[config.mk]
export PLATFORM = sky130hd
export DESIGN_NAME = uart_line_status_modem_ctrl
export DESIGN_NICKNAME = d
export VERILOG_FILES = /design/src/rtl/uart_lsr_mcr_pkg.sv /design/src/rtl/sticky_flag_bank.sv /design/src/rtl/uart_line_status_modem_ctrl.sv
export SDC_FILE = /design/constraint.sdc
export NUM_CORES = 1
export LEC_CHECK = 0
export BUFFER_PORTS_ARGS = -buffer_cell sky130_fd_sc_hd__clkbuf_2
export CAP_MARGIN = 20
export CORE_ASPECT_RATIO = 0.6
export CORE_MARGIN = 1.5
export CORE_UTILIZATION = 41
export CTS_CLUSTER_SIZE = 20
export DETAILED_ROUTE_END_ITERATION = 10
export HOLD_SLACK_MARGIN = 0.03
export PLACE_DENSITY = 0.76
export RECOVER_POWER = 100
export SETUP_SLACK_MARGIN = 0.02
export SLEW_MARGIN = 15
export SYNTH_ARGS = -nofsm -noshare
export SYNTH_HDL_FRONTEND = slang
export SYNTH_HIERARCHICAL = 1
export SYNTH_SLANG_ARGS = --single-unit
[constraint.sdc]
create_clock -name clk -period 1.2 [get_ports clk]
set_clock_uncertainty 0.1 [all_clocks]
set_input_delay 0.12 -clock clk [delete_from_list [all_inputs] [get_ports clk]]
set_output_delay 0.12 -clock clk [all_outputs]
set_load 0.02 [all_outputs]
[src/rtl/uart_lsr_mcr_pkg.sv]
/*
 * Shared constants and carrier types for the line-status and modem-control
 * block of one serial port.
 * Assumes an APB slave with 32-bit data and byte addresses on paddr.
 */
package uart_lsr_mcr_pkg;

    // Bus widths
    localparam int ADDR_W = 8;
    localparam int DATA_W = 32;
    localparam int REG_W  = 8;
    localparam int ERR_W  = 4;

    // Register byte offsets
    localparam logic [ADDR_W-1:0] OFS_MODEM_CONTROL = 8'h00;
    localparam logic [ADDR_W-1:0] OFS_LINE_STATUS   = 8'h04;
    localparam logic [ADDR_W-1:0] OFS_MODEM_STATUS  = 8'h08;
    localparam logic [ADDR_W-1:0] OFS_INT_MASK      = 8'h0C;
    localparam logic [ADDR_W-1:0] OFS_PORT_CONFIG   = 8'h10;

    // Modem-control fields
    localparam int MC_LOOP_SELECT = 2;
    localparam int MC_DTR         = 4;
    localparam int MC_RTS         = 5;
    localparam int MC_LOOP_RING   = 6;
    localparam int MC_LOOP_CARR   = 7;

    // Line-status fields
    localparam int LS_OVERRUN   = 0;
    localparam int LS_PARITY    = 1;
    localparam int LS_FRAMING   = 2;
    localparam int LS_BREAK     = 3;
    localparam int LS_RX_FULL   = 4;
    localparam int LS_TX_EMPTY  = 5;

    // Modem-status fields
    localparam int MS_CTS = 4;
    localparam int MS_DSR = 5;
    localparam int MS_RI  = 6;
    localparam int MS_CD  = 7;

    // Port-config fields
    localparam int CFG_AUTO_FLOW = 0;

    // Values after reset
    localparam logic [REG_W-1:0] MODEM_CONTROL_RESET = 8'h00;
    localparam logic [REG_W-1:0] INT_MASK_RESET      = 8'h00;
    localparam logic [REG_W-1:0] PORT_CONFIG_RESET   = 8'h00;
    localparam logic             TX_EMPTY_RESET      = 1'h1;
    localparam logic             RX_FULL_RESET       = 1'h0;
    localparam logic [ERR_W-1:0] ERR_FLAGS_RESET     = 4'h0;

    // Writable bits of each register
    localparam logic [REG_W-1:0] MODEM_CONTROL_MASK = 8'hF4;
    localparam logic [REG_W-1:0] INT_MASK_MASK      = 8'h3F;
    localparam logic [REG_W-1:0] PORT_CONFIG_MASK   = 8'h01;

    typedef struct packed {
        logic              psel;
        logic              penable;
        logic              pwrite;
        logic [ADDR_W-1:0] paddr;
        logic [DATA_W-1:0] pwdata;
    } apb_req_type;

    typedef struct packed {
        logic [DATA_W-1:0] prdata;
        logic              pready;
        logic              pslverr;
    } apb_rsp_type;

    typedef struct packed {
        logic break_flag;
        logic framing;
        logic parity;
        logic overrun;
    } rx_event_type;

    typedef struct packed {
        logic cts_n;
        logic dsr_n;
        logic dcd_n;
        logic ri_n;
    } modem_in_type;

    typedef struct packed {
        logic rts_n;
        logic dtr_n;
    } modem_out_type;

endpackage

[src/rtl/sticky_flag_bank.sv]
/*
 * Bank of sticky error flags, set by hardware pulses and cleared by
 * writing ones.
 * Assumes set and clear strobes are synchronous single-cycle pulses.
 */
`timescale 1ns/1ps

module sticky_flag_bank
(
    input  wire logic                             clk,       // Device clock
    input  wire logic                             rst,       // Async reset
    input  wire logic [uart_lsr_mcr_pkg::ERR_W-1:0] set_pulse, // Hardware events
    input  wire logic [uart_lsr_mcr_pkg::ERR_W-1:0] clr_pulse, // Write-one strobes
    output logic      [uart_lsr_mcr_pkg::ERR_W-1:0] flags      // Sticky flags
);

    typedef struct packed {
        logic [uart_lsr_mcr_pkg::ERR_W-1:0] flags;
    } bank_state_type;

    bank_state_type state_reg;
    bank_state_type state_next;

    // Set wins over a same-cycle clear
    always_comb
    begin
        state_next       = state_reg;
        state_next.flags = (state_reg.flags & ~clr_pulse) | set_pulse;
    end

    // State register
    always_ff @(posedge clk or posedge rst)
    begin
        if (rst)
        begin
            state_reg.flags <= uart_lsr_mcr_pkg::ERR_FLAGS_RESET;
        end
        else
        begin
            state_reg <= state_next;
        end
    end

    assign flags = state_reg.flags;

endmodule

[src/rtl/uart_line_status_modem_ctrl.sv]
/*
 * Line-status flags, upper modem-control bits, loopback steering, DMA halt
 * and interrupt gating of one serial port, with an APB register slave.
 * Assumes the receiver, transmitter and DMA engine sit outside and share clk.
 */
// Decided for this implementation: register access over APB and the register offsets.
`timescale 1ns/1ps

// How it works
// - The request-to-send pin follows control bit 5 unless loopback parks it high or auto flow control owns it.
// - In loopback the loop ring and loop carrier bits show as modem-status bits 6 and 7.
// - Loop select turns on loopback: serial out high, transmitter fed to receiver, pins cut.
// - In loopback terminal-ready shows in modem-status bit 4 and request-to-send in bit 5.
// - DMA is halted while overrun, parity, framing, break or the exit condition is set.
// - Status bit 0 records overrun, halts DMA, may interrupt, and clears on writing one.
// - Status bit 1 records a parity error, halts DMA, may interrupt, clears on writing one.
// - Status bit 2 records a framing error, halts DMA, may interrupt, clears on writing one.
// - Status bit 3 records a break, halts DMA, may interrupt, clears on writing one.
// - Status bit 4 is high while receive data is held and may raise the receive interrupt.
// - Status bit 5 is high while the transmit register is empty, resets high, may interrupt.
module uart_line_status_modem_ctrl
(
    input  wire logic                          clk,           // Device clock, 125 MHz
    input  wire logic                          rst,           // Async reset, high
    input  wire uart_lsr_mcr_pkg::apb_req_type apb_req,       // APB request
    output uart_lsr_mcr_pkg::apb_rsp_type      apb_rsp,       // APB response
    input  wire uart_lsr_mcr_pkg::rx_event_type rx_event,     // Receiver error pulses
    input  wire logic                          rx_data_held,  // Receive data present
    input  wire logic                          tx_data_empty, // Transmit data empty
    input  wire logic                          exit_cond,     // Exit condition level
    input  wire logic                          flow_ready,    // Auto flow: can accept
    input  wire uart_lsr_mcr_pkg::modem_in_type modem_in,     // Modem inputs, low active
    output uart_lsr_mcr_pkg::modem_out_type    modem_out,     // Modem outputs, low active
    input  wire logic                          tx_serial,     // Transmitter serial bit
    input  wire logic                          sin,           // Serial input pin
    output logic                               sout,          // Serial output pin
    output logic                               rx_serial,     // Bit fed to receiver
    output logic                               dma_halt,      // Halt DMA transfers
    output logic                               irq            // Interrupt, high level
);

    typedef struct packed {
        logic [uart_lsr_mcr_pkg::REG_W-1:0]  modem_control;
        logic [uart_lsr_mcr_pkg::REG_W-1:0]  int_mask;
        logic [uart_lsr_mcr_pkg::REG_W-1:0]  port_config;
        logic [uart_lsr_mcr_pkg::REG_W-1:0]  modem_status;
        logic                                rx_full;
        logic                                tx_empty;
        logic                                exit_seen;
        logic                                halt;
        logic                                irq;
        logic                                sout;
        logic                                rx_serial;
        logic                                rts_n;
        logic                                dtr_n;
        logic [uart_lsr_mcr_pkg::DATA_W-1:0] prdata;
    } ctrl_state_type;

    ctrl_state_type                    state_reg;
    ctrl_state_type                    state_next;
    logic [uart_lsr_mcr_pkg::ERR_W-1:0] err_flags;
    logic [uart_lsr_mcr_pkg::ERR_W-1:0] err_clear;
    logic [uart_lsr_mcr_pkg::ERR_W-1:0] err_set;
    logic                              wr_access;
    logic                              rd_setup;
    logic                              loop_on;
    logic                              auto_flow;
    logic [uart_lsr_mcr_pkg::REG_W-1:0] line_status;
    logic                              addr_hit;

    // Address decode shared by write strobe and error answer
    function automatic logic is_mapped(input logic [uart_lsr_mcr_pkg::ADDR_W-1:0] a);
        is_mapped = (a == uart_lsr_mcr_pkg::OFS_MODEM_CONTROL) ||
                    (a == uart_lsr_mcr_pkg::OFS_LINE_STATUS)   ||
                    (a == uart_lsr_mcr_pkg::OFS_MODEM_STATUS)  ||
                    (a == uart_lsr_mcr_pkg::OFS_INT_MASK)      ||
                    (a == uart_lsr_mcr_pkg::OFS_PORT_CONFIG);
    endfunction

    // Widen an 8-bit register to the bus, upper bits zero
    function automatic logic [uart_lsr_mcr_pkg::DATA_W-1:0] widen
        (input logic [uart_lsr_mcr_pkg::REG_W-1:0] v);
        widen = {{(uart_lsr_mcr_pkg::DATA_W-uart_lsr_mcr_pkg::REG_W){1'b0}}, v};
    endfunction

    // Bus phase strobes
    assign addr_hit  = is_mapped(apb_req.paddr);
    assign wr_access = apb_req.psel && apb_req.penable && apb_req.pwrite && addr_hit;
    assign rd_setup  = apb_req.psel && !apb_req.penable && !apb_req.pwrite;

    // Mode controls
    assign loop_on   = state_reg.modem_control[uart_lsr_mcr_pkg::MC_LOOP_SELECT];
    assign auto_flow = state_reg.port_config[uart_lsr_mcr_pkg::CFG_AUTO_FLOW];

    // Error events into the sticky bank
    assign err_set = {rx_event.break_flag, rx_event.framing, rx_event.parity, rx_event.overrun};

    // Write-one clears of the four error bits only
    assign err_clear = (wr_access && apb_req.paddr == uart_lsr_mcr_pkg::OFS_LINE_STATUS)
                     ? apb_req.pwdata[uart_lsr_mcr_pkg::ERR_W-1:0]
                     : {uart_lsr_mcr_pkg::ERR_W{1'b0}};

    // Sticky overrun, parity, framing and break flags
    sticky_flag_bank u_err_flags
    (
        .clk       (clk),
        .rst       (rst),
        .set_pulse (err_set),
        .clr_pulse (err_clear),
        .flags     (err_flags)
    );

    // Line-status view, reserved bits held at zero
    always_comb
    begin
        line_status                               = '0;
        line_status[uart_lsr_mcr_pkg::LS_OVERRUN]  = err_flags[0];
        line_status[uart_lsr_mcr_pkg::LS_PARITY]   = err_flags[1];
        line_status[uart_lsr_mcr_pkg::LS_FRAMING]  = err_flags[2];
        line_status[uart_lsr_mcr_pkg::LS_BREAK]    = err_flags[3];
        line_status[uart_lsr_mcr_pkg::LS_RX_FULL]  = state_reg.rx_full;
        line_status[uart_lsr_mcr_pkg::LS_TX_EMPTY] = state_reg.tx_empty;
    end

    // Next state of the whole block
    always_comb
    begin
        state_next = state_reg;

        // Register writes at the access edge
        if (wr_access)
        begin
            case (apb_req.paddr)
                uart_lsr_mcr_pkg::OFS_MODEM_CONTROL:
                begin
                    state_next.modem_control = apb_req.pwdata[uart_lsr_mcr_pkg::REG_W-1:0]
                                             & uart_lsr_mcr_pkg::MODEM_CONTROL_MASK;
                end
                uart_lsr_mcr_pkg::OFS_INT_MASK:
                begin
                    state_next.int_mask = apb_req.pwdata[uart_lsr_mcr_pkg::REG_W-1:0]
                                        & uart_lsr_mcr_pkg::INT_MASK_MASK;
                end
                uart_lsr_mcr_pkg::OFS_PORT_CONFIG:
                begin
                    state_next.port_config = apb_req.pwdata[uart_lsr_mcr_pkg::REG_W-1:0]
                                           & uart_lsr_mcr_pkg::PORT_CONFIG_MASK;
                end
                default:
                begin
                    state_next.port_config = state_reg.port_config;
                end
            endcase
        end

        // Data-register condition flags follow the datapath
        state_next.rx_full   = rx_data_held;
        state_next.tx_empty  = tx_data_empty;
        state_next.exit_seen = exit_cond;

        // Modem status: loopback reflects control bits, else inverted pins
        if (loop_on)
        begin
            state_next.modem_status = '0;
            state_next.modem_status[uart_lsr_mcr_pkg::MS_CTS] =
                state_reg.modem_control[uart_lsr_mcr_pkg::MC_DTR];
            state_next.modem_status[uart_lsr_mcr_pkg::MS_DSR] =
                state_reg.modem_control[uart_lsr_mcr_pkg::MC_RTS];
            state_next.modem_status[uart_lsr_mcr_pkg::MS_RI]  =
                state_reg.modem_control[uart_lsr_mcr_pkg::MC_LOOP_RING];
            state_next.modem_status[uart_lsr_mcr_pkg::MS_CD]  =
                state_reg.modem_control[uart_lsr_mcr_pkg::MC_LOOP_CARR];
        end
        else
        begin
            state_next.modem_status = '0;
            state_next.modem_status[uart_lsr_mcr_pkg::MS_CTS] = !modem_in.cts_n;
            state_next.modem_status[uart_lsr_mcr_pkg::MS_DSR] = !modem_in.dsr_n;
            state_next.modem_status[uart_lsr_mcr_pkg::MS_RI]  = !modem_in.ri_n;
            state_next.modem_status[uart_lsr_mcr_pkg::MS_CD]  = !modem_in.dcd_n;
        end

        // Serial steering: loopback holds the line high and feeds back
        if (loop_on)
        begin
            state_next.sout      = 1'b1;
            state_next.rx_serial = tx_serial;
        end
        else
        begin
            state_next.sout      = tx_serial;
            state_next.rx_serial = sin;
        end

        // Modem outputs: loopback parks them, auto flow overrides control
        if (loop_on)
        begin
            state_next.rts_n = 1'b1;
            state_next.dtr_n = 1'b1;
        end
        else if (auto_flow)
        begin
            state_next.rts_n = !flow_ready;
            state_next.dtr_n = !flow_ready;
        end
        else
        begin
            state_next.rts_n = !state_reg.modem_control[uart_lsr_mcr_pkg::MC_RTS];
            state_next.dtr_n = !state_reg.modem_control[uart_lsr_mcr_pkg::MC_DTR];
        end

        // DMA halt on any error flag or the exit condition
        state_next.halt = (|err_flags) || state_reg.exit_seen;

        // Level interrupt from unmasked line-status bits
        state_next.irq = |(line_status & state_reg.int_mask);

        // Read data captured in the setup phase, stable through access
        if (rd_setup)
        begin
            case (apb_req.paddr)
                uart_lsr_mcr_pkg::OFS_MODEM_CONTROL:
                begin
                    state_next.prdata = widen(state_reg.modem_control);
                end
                uart_lsr_mcr_pkg::OFS_LINE_STATUS:
                begin
                    state_next.prdata = widen(line_status);
                end
                uart_lsr_mcr_pkg::OFS_MODEM_STATUS:
                begin
                    state_next.prdata = widen(state_reg.modem_status);
                end
                uart_lsr_mcr_pkg::OFS_INT_MASK:
                begin
                    state_next.prdata = widen(state_reg.int_mask);
                end
                uart_lsr_mcr_pkg::OFS_PORT_CONFIG:
                begin
                    state_next.prdata = widen(state_reg.port_config);
                end
                default:
                begin
                    state_next.prdata = '0;
                end
            endcase
        end
    end

    // State register
    always_ff @(posedge clk or posedge rst)
    begin
        if (rst)
        begin
            state_reg.modem_control <= uart_lsr_mcr_pkg::MODEM_CONTROL_RESET;
            state_reg.int_mask      <= uart_lsr_mcr_pkg::INT_MASK_RESET;
            state_reg.port_config   <= uart_lsr_mcr_pkg::PORT_CONFIG_RESET;
            state_reg.modem_status  <= '0;
            state_reg.rx_full       <= uart_lsr_mcr_pkg::RX_FULL_RESET;
            state_reg.tx_empty      <= uart_lsr_mcr_pkg::TX_EMPTY_RESET;
            state_reg.exit_seen     <= 1'b0;
            state_reg.halt          <= 1'b0;
            state_reg.irq           <= 1'b0;
            state_reg.sout          <= 1'b1;
            state_reg.rx_serial     <= 1'b1;
            state_reg.rts_n         <= 1'b1;
            state_reg.dtr_n         <= 1'b1;
            state_reg.prdata        <= '0;
        end
        else
        begin
            state_reg <= state_next;
        end
    end

    // Zero-wait APB answer, error on unmapped address
    always_comb
    begin
        apb_rsp.prdata  = state_reg.prdata;
        apb_rsp.pready  = 1'b1;
        apb_rsp.pslverr = apb_req.psel && apb_req.penable && !addr_hit;
    end

    // Registered outputs
    assign modem_out.rts_n = state_reg.rts_n;
    assign modem_out.dtr_n = state_reg.dtr_n;
    assign sout            = state_reg.sout;
    assign rx_serial       = state_reg.rx_serial;
    assign dma_halt        = state_reg.halt;
    assign irq             = state_reg.irq;

endmodule

After elaboration in Yosys (flattened, before gate mapping) --
Index checks and enable logic that the tools add are counted.
Word-level totals: bits in registers 65, bits of input ports 59, word-level logic and storage cells 57
Operators by class: reduce and logical (&&, ||, !) cells 28, equality and inequality tests 4, multiplexer cells 6, bitwise gates (word level) 4
Operators with widths (count):
- one-hot mux 8 bit (5 select lines) | 1
- equality test 8 x 4 -> 1 bit, second input constant | 2
- zero test 1 bit | 10
- equality test 8 x 3 -> 1 bit, second input constant | 1
- equality test 8 x 5 -> 1 bit, second input constant | 1
- zero test 8 bit | 1
- two-way mux 8 bit | 1
- OR reduction 8 bit | 1
- logical AND 1 bit | 7
- bitwise AND 6 bit | 1
- two-way mux 2 bit | 3
- AND reduction 2 bit | 3
- logical OR 1 bit | 5
- bitwise AND 4 bit | 1
- two-way mux 4 bit | 1
- inverter 4 bit | 1
- bitwise OR 4 bit | 1
- OR reduction 4 bit | 1

Longest topological paths before layout --
depth after elaboration 11, gate-level depth with buffers 6, mapped depth without buffers 5

By module --
Netlist, hierarchy kept.
Modules (own cells, without submodules):
- uart_line_status_modem_ctrl | area each 1805.5 um2, instances 1, sequential area each 832.0 um2, cells each 164
- sticky_flag_bank | area each 148.9 um2, instances 1, sequential area each 100.1 um2, cells each 13

Least setup slack after synthesis --
OpenSTA, ideal clock, no wires.
path type input to register, start point input apb_req[32] in the netlist's numbering, end point register state_reg (netlist bit apb_rsp[8]), setup time 0.092 ns, path buffers 1, data required time 1.008 ns, slack -0.468 ns, stages on the path 4, arrival time 1.477 ns, cell sequence or4_1 > clkbuf_2 > or4_4 > o31ai_2
Between the ends: word-level cells in the longest chain between the ends 2
Ends and longest elaborated chain:
- start, declared | line uart_line_status_modem_ctrl.sv:25 | input wire uart_lsr_mcr_pkg::apb_req_type apb_req,
- equality test 8 x 5 -> 1 bit (tied with other cells) | line uart_line_status_modem_ctrl.sv:221 | case (apb_req.paddr)
- one-hot mux 8 bit (5 select lines) * | line uart_line_status_modem_ctrl.sv:221
- end signal, assigned | line uart_line_status_modem_ctrl.sv:272 | state_reg <= state_next;
- end, declared | line uart_line_status_modem_ctrl.sv:59 | ctrl_state_type state_reg;
Mark *: on every way between the ends. The rest lies on a longest branch, timed or not. A chain may end at the register's enable or synchronous reset.

==> metrics.md <==
| Metric | Value |
|---|---|
| Synthesized instance count | `177` |
| Port buffer count | `49` |
| CP max-delay cell | `or4_4` |
| Clock buffer depth | `2` |
| Setup violations, final | `15` |
| Crit-path max FO | `6` |
| Synth cell types | `39` |
| Vias | `~1600` |
| Worst flop-to-flop path endpoint | `apb_rsp[2]` |
| Pleak | `roughly 1.3 nW` |
| CP bufs+invs | `2` |
| Max FFs per register | `15` |
| Height of the die | `roughly 56 um` |
| Post-synth top area cell | `dfrtp_1` |
| CTS sink cnt | `37` |
| Setup ws final | `-0.166 ns` |
| Synth Area per Inst | `around 11 sq um` |
| Vias/cell | `about 4.7` |
| Die width | `between 90 and 100 um` |
| Core footprint | `around 4600 sq um` |
| DRC | `0` |
| Post-detail-place hpwl | `between 3000 and 4000 um` |
| Cell internal pwr | `roughly 2.1 mW` |
| RSZ-0062 raised after global routing | `true` |
| Ant. Diodes | `0` |
| Nets | `between 300 and 400` |
| Combinational share of power | `roughly 15%` |
| R2R cell count | `3` |
| Fmax achieved | `roughly 730 MHz` |
| Largest net degree at the start of global routing | `20` |
| Cell area after synthesis | `1950 sq um` |
| Initial antenna violation count | `0` |
| Vias in the first global route | `about 1500` |
| Crit path cell chain | `buf_6 > or4_4 > nor2_2 > a21oi_2 > clkbuf_2` |
| Register-to-register setup slack | `-0.16 ns` |
| Fin. max-slew vios | `0` |
| CTS tree | `built` |
| Non-filler cells, final | `roughly 330` |
| Crit share post-route | `114%` |
| CP max stage delay | `around 0.6 ns` |
| Worst-Skew Late Latency | `roughly 0.29 ns` |
| Placed cell count | `300` |
| Starting Density | `a little over two fifths` |
| Final WL | `between 4000 and 5000 um` |
| Smallest hold slack | `around 0.15 ns` |
| Gpl congestion | `roughly 0.84` |
| Yosys reg bits | `37` |
| Setup CP Type | `in -> out` |
| Synth warn | `6` |
| Hold WC Path Type | `in -> async` |
| Fill cells | `~410` |
| Tot GR Track Use | `19.4%` |
| Worst slack, placed | `-0.542 ns` |
| Reg clk slew, reported paths | `~0.080 ns` |
| Area delta synth->final | `41.5%` |
| CP Data Arrival Time | `around 1.2 ns` |
| Sw Share | `between 20% and 30%` |
| Outcome | `finished, violations left` |
| Iter 0 DRT Violations | `about 110` |
| TritonRoute pass-1 iters | `4` |
| Share of cells above drive strength 1 | `43.3%` |
| TNS Setup | `-1.51 ns` |
| PD cells | `just over 1000 nW/um^2` |
| Synth top area share | `41.0%` |
| Num CTS Buffers | `5` |
| Failing checks | `negative setup slack` |
| Clock group share of total power | `between 30% and 40%` |
| Finished Core Util | `60.3%` |
| Crit end category | `primary output` |
| Io pins | `99` |
| Ranking of synthesized cells by area | `dfrtp_1, buf_4, mux2_2` |
| H-Tree Depth | `2` |
| Routed Antenna Nets | `0` |
| Worst r2r src | `auto_flow` |
| Die Area | `5200 sq um` |
| GRT overflow | `0` |
| Worst setup SP type | `input port` |
| MaxCap Viol Count | `0` |
| Worst Path Required | `~0.98 ns` |
| Crit-path leading delay family | `simple AND/OR/NAND/NOR gates` |
| Avg WL per Cell | `~14 um` |
| Fin crit period | `between 1 and 1.5 ns` |
| Post-synthesis sequential area ratio | `47.7%` |
| First-pass GRT wire length | `7470 um` |
| Worst VDD drop | `about 560 uV` |
| Site row count | `19` |
| Seq pwr share | `between 40 and 50%` |
| Root Buffer | `clkbuf_8` |
| Hold Fails Final Rpt | `0` |
| NetSw | `around 690 uW` |
layout make-up:
cell class | instances | area (sq um) | share of cell area [%]
clock buffers | 6 | 72.6 | 2.62
clock inverters | 2 | 38.8 | 1.40
inverters | 8 | 30.0 | 1.09
multi-input cells | 115 | 877 | 31.7
flip-flops and latches | 37 | 932 | 33.7
well taps | 63 | 78.8 | 2.85
repair buffers | 102 | 737 | 26.6
worst register-to-register path: stages (launching register included):
cell and delay [ns]:
dfrtp_1 0.34, or4bb_1 0.40, a211o_2 0.33, o21ai_2 0.12
logic make-up (layout without fill, tap and decap cells):
kind of cell           count (synthesis)  count (layout)  synth area share [%]
buffers and inverters                 48             118                  16.0
AND/OR/NAND/NOR                       42              42                  13.1
flip-flops                            37              37                  47.7
AO/OA/AOI/OAI                         26              26                  10.6
multiplexers                          22              22                  12.3
other                                  2              25                 0.384
what timing repair did:
| action | in CTS | in global routing |
|---|---|---|
| hold buffers | 23 | 0 |
| pin swaps | 11 | 5 |
| gates resized for setup | 21 | 15 |
| endpoints found under the setup margin | 25 | 29 |
| endpoints found under the hold margin | 64 | 0 |
| buffers inserted | 1 | 1 |
worst max path at each step:
| stage | from | endpoint | depth (start not counted) | slack (ns) |
|---|---|---|---|---|
| 2_1_floorplan | apb_req[32] | apb_rsp[8] | 4 | -0.43 |
| 3_3_place_gp | apb_req[33] | u_err_flags/flags[1] | 7 | -0.52 |
| 3_5_place_dp | apb_req[33] | u_err_flags/flags[0] | 7 | -0.54 |
| 4_1_cts | auto_flow | apb_rsp[2] | 3 | -0.17 |
| 5_1_grt | auto_flow | apb_rsp[2] | 3 | -0.20 |
| 6_report | apb_req[32] | apb_rsp[0] | 5 | -0.17 |
cell usage after synthesis:
library cell	number
or3b_2	2
nand3_1	2
conb_1	2
inv_1	8
o2bb2ai_1	2
clkbuf_1	3
and2_1	5
a22oi_1	4
nand4_1	2
nor4bb_1	1
a32o_1	2
mux2i_1	6
nor2_1	4
clkbuf_2	1
dfstp_2	5
or2_2	1
a21oi_1	1
nand2_1	8
a221o_1	2
or4b_2	1
or4bb_1	1
a21o_1	6
mux2_2	16
buf_1	1
dfrtp_1	32
nor4b_1	1
a211o_2	1
or4_1	1
and2_0	2
a32oi_1	1
nand4b_1	1
o31ai_2	2
nor4_1	3
o21ai_0	5
and3_1	1
nand2b_1	2
buf_4	35
nor3_1	3
or4_4	1
placed cells by master, fill, tap and decap left out, drive strengths merged, types with 4 or more instances in the layout:
cell         instances
clkbuf              53
dfrtp               32
buf                 32
conb                25
dlygate4sd3         23
mux2                16
nand2                8
inv                  8
and2                 7
mux2i                6
a21o                 6
dfstp                5
o21ai                5
a22oi                4
nor2                 4
stage by stage:
step	area [sq um]	power, mW
after floorplan	2070	1.55
after global placement	2310	1.64
after detailed placement	2310	1.64
after CTS	2750	2.80
after global routing	2770	2.91
final	2770	2.78
power groups by stage:
stage	clock network, mW	registers (mW)	logic [mW]
finish	1.07	1.29	0.416
global route	1.16	1.30	0.452
CTS	1.10	1.29	0.403
detailed placement	0	1.32	0.327
global placement	0	1.31	0.323
floorplan	0	1.32	0.236
per-layer routing:
layer / GRT usage [%] / wire length (um) / up-vias
li1: - / - / 745
met1: 28.6 / 2290 / 767
met2: 27.6 / 2000 / 59
met3: 5.28 / 345 / 6
met4: 6.37 / 48 / 0
met5: 0 / 0 / -
No activity file was read; power rests on OpenSTA's default activity.
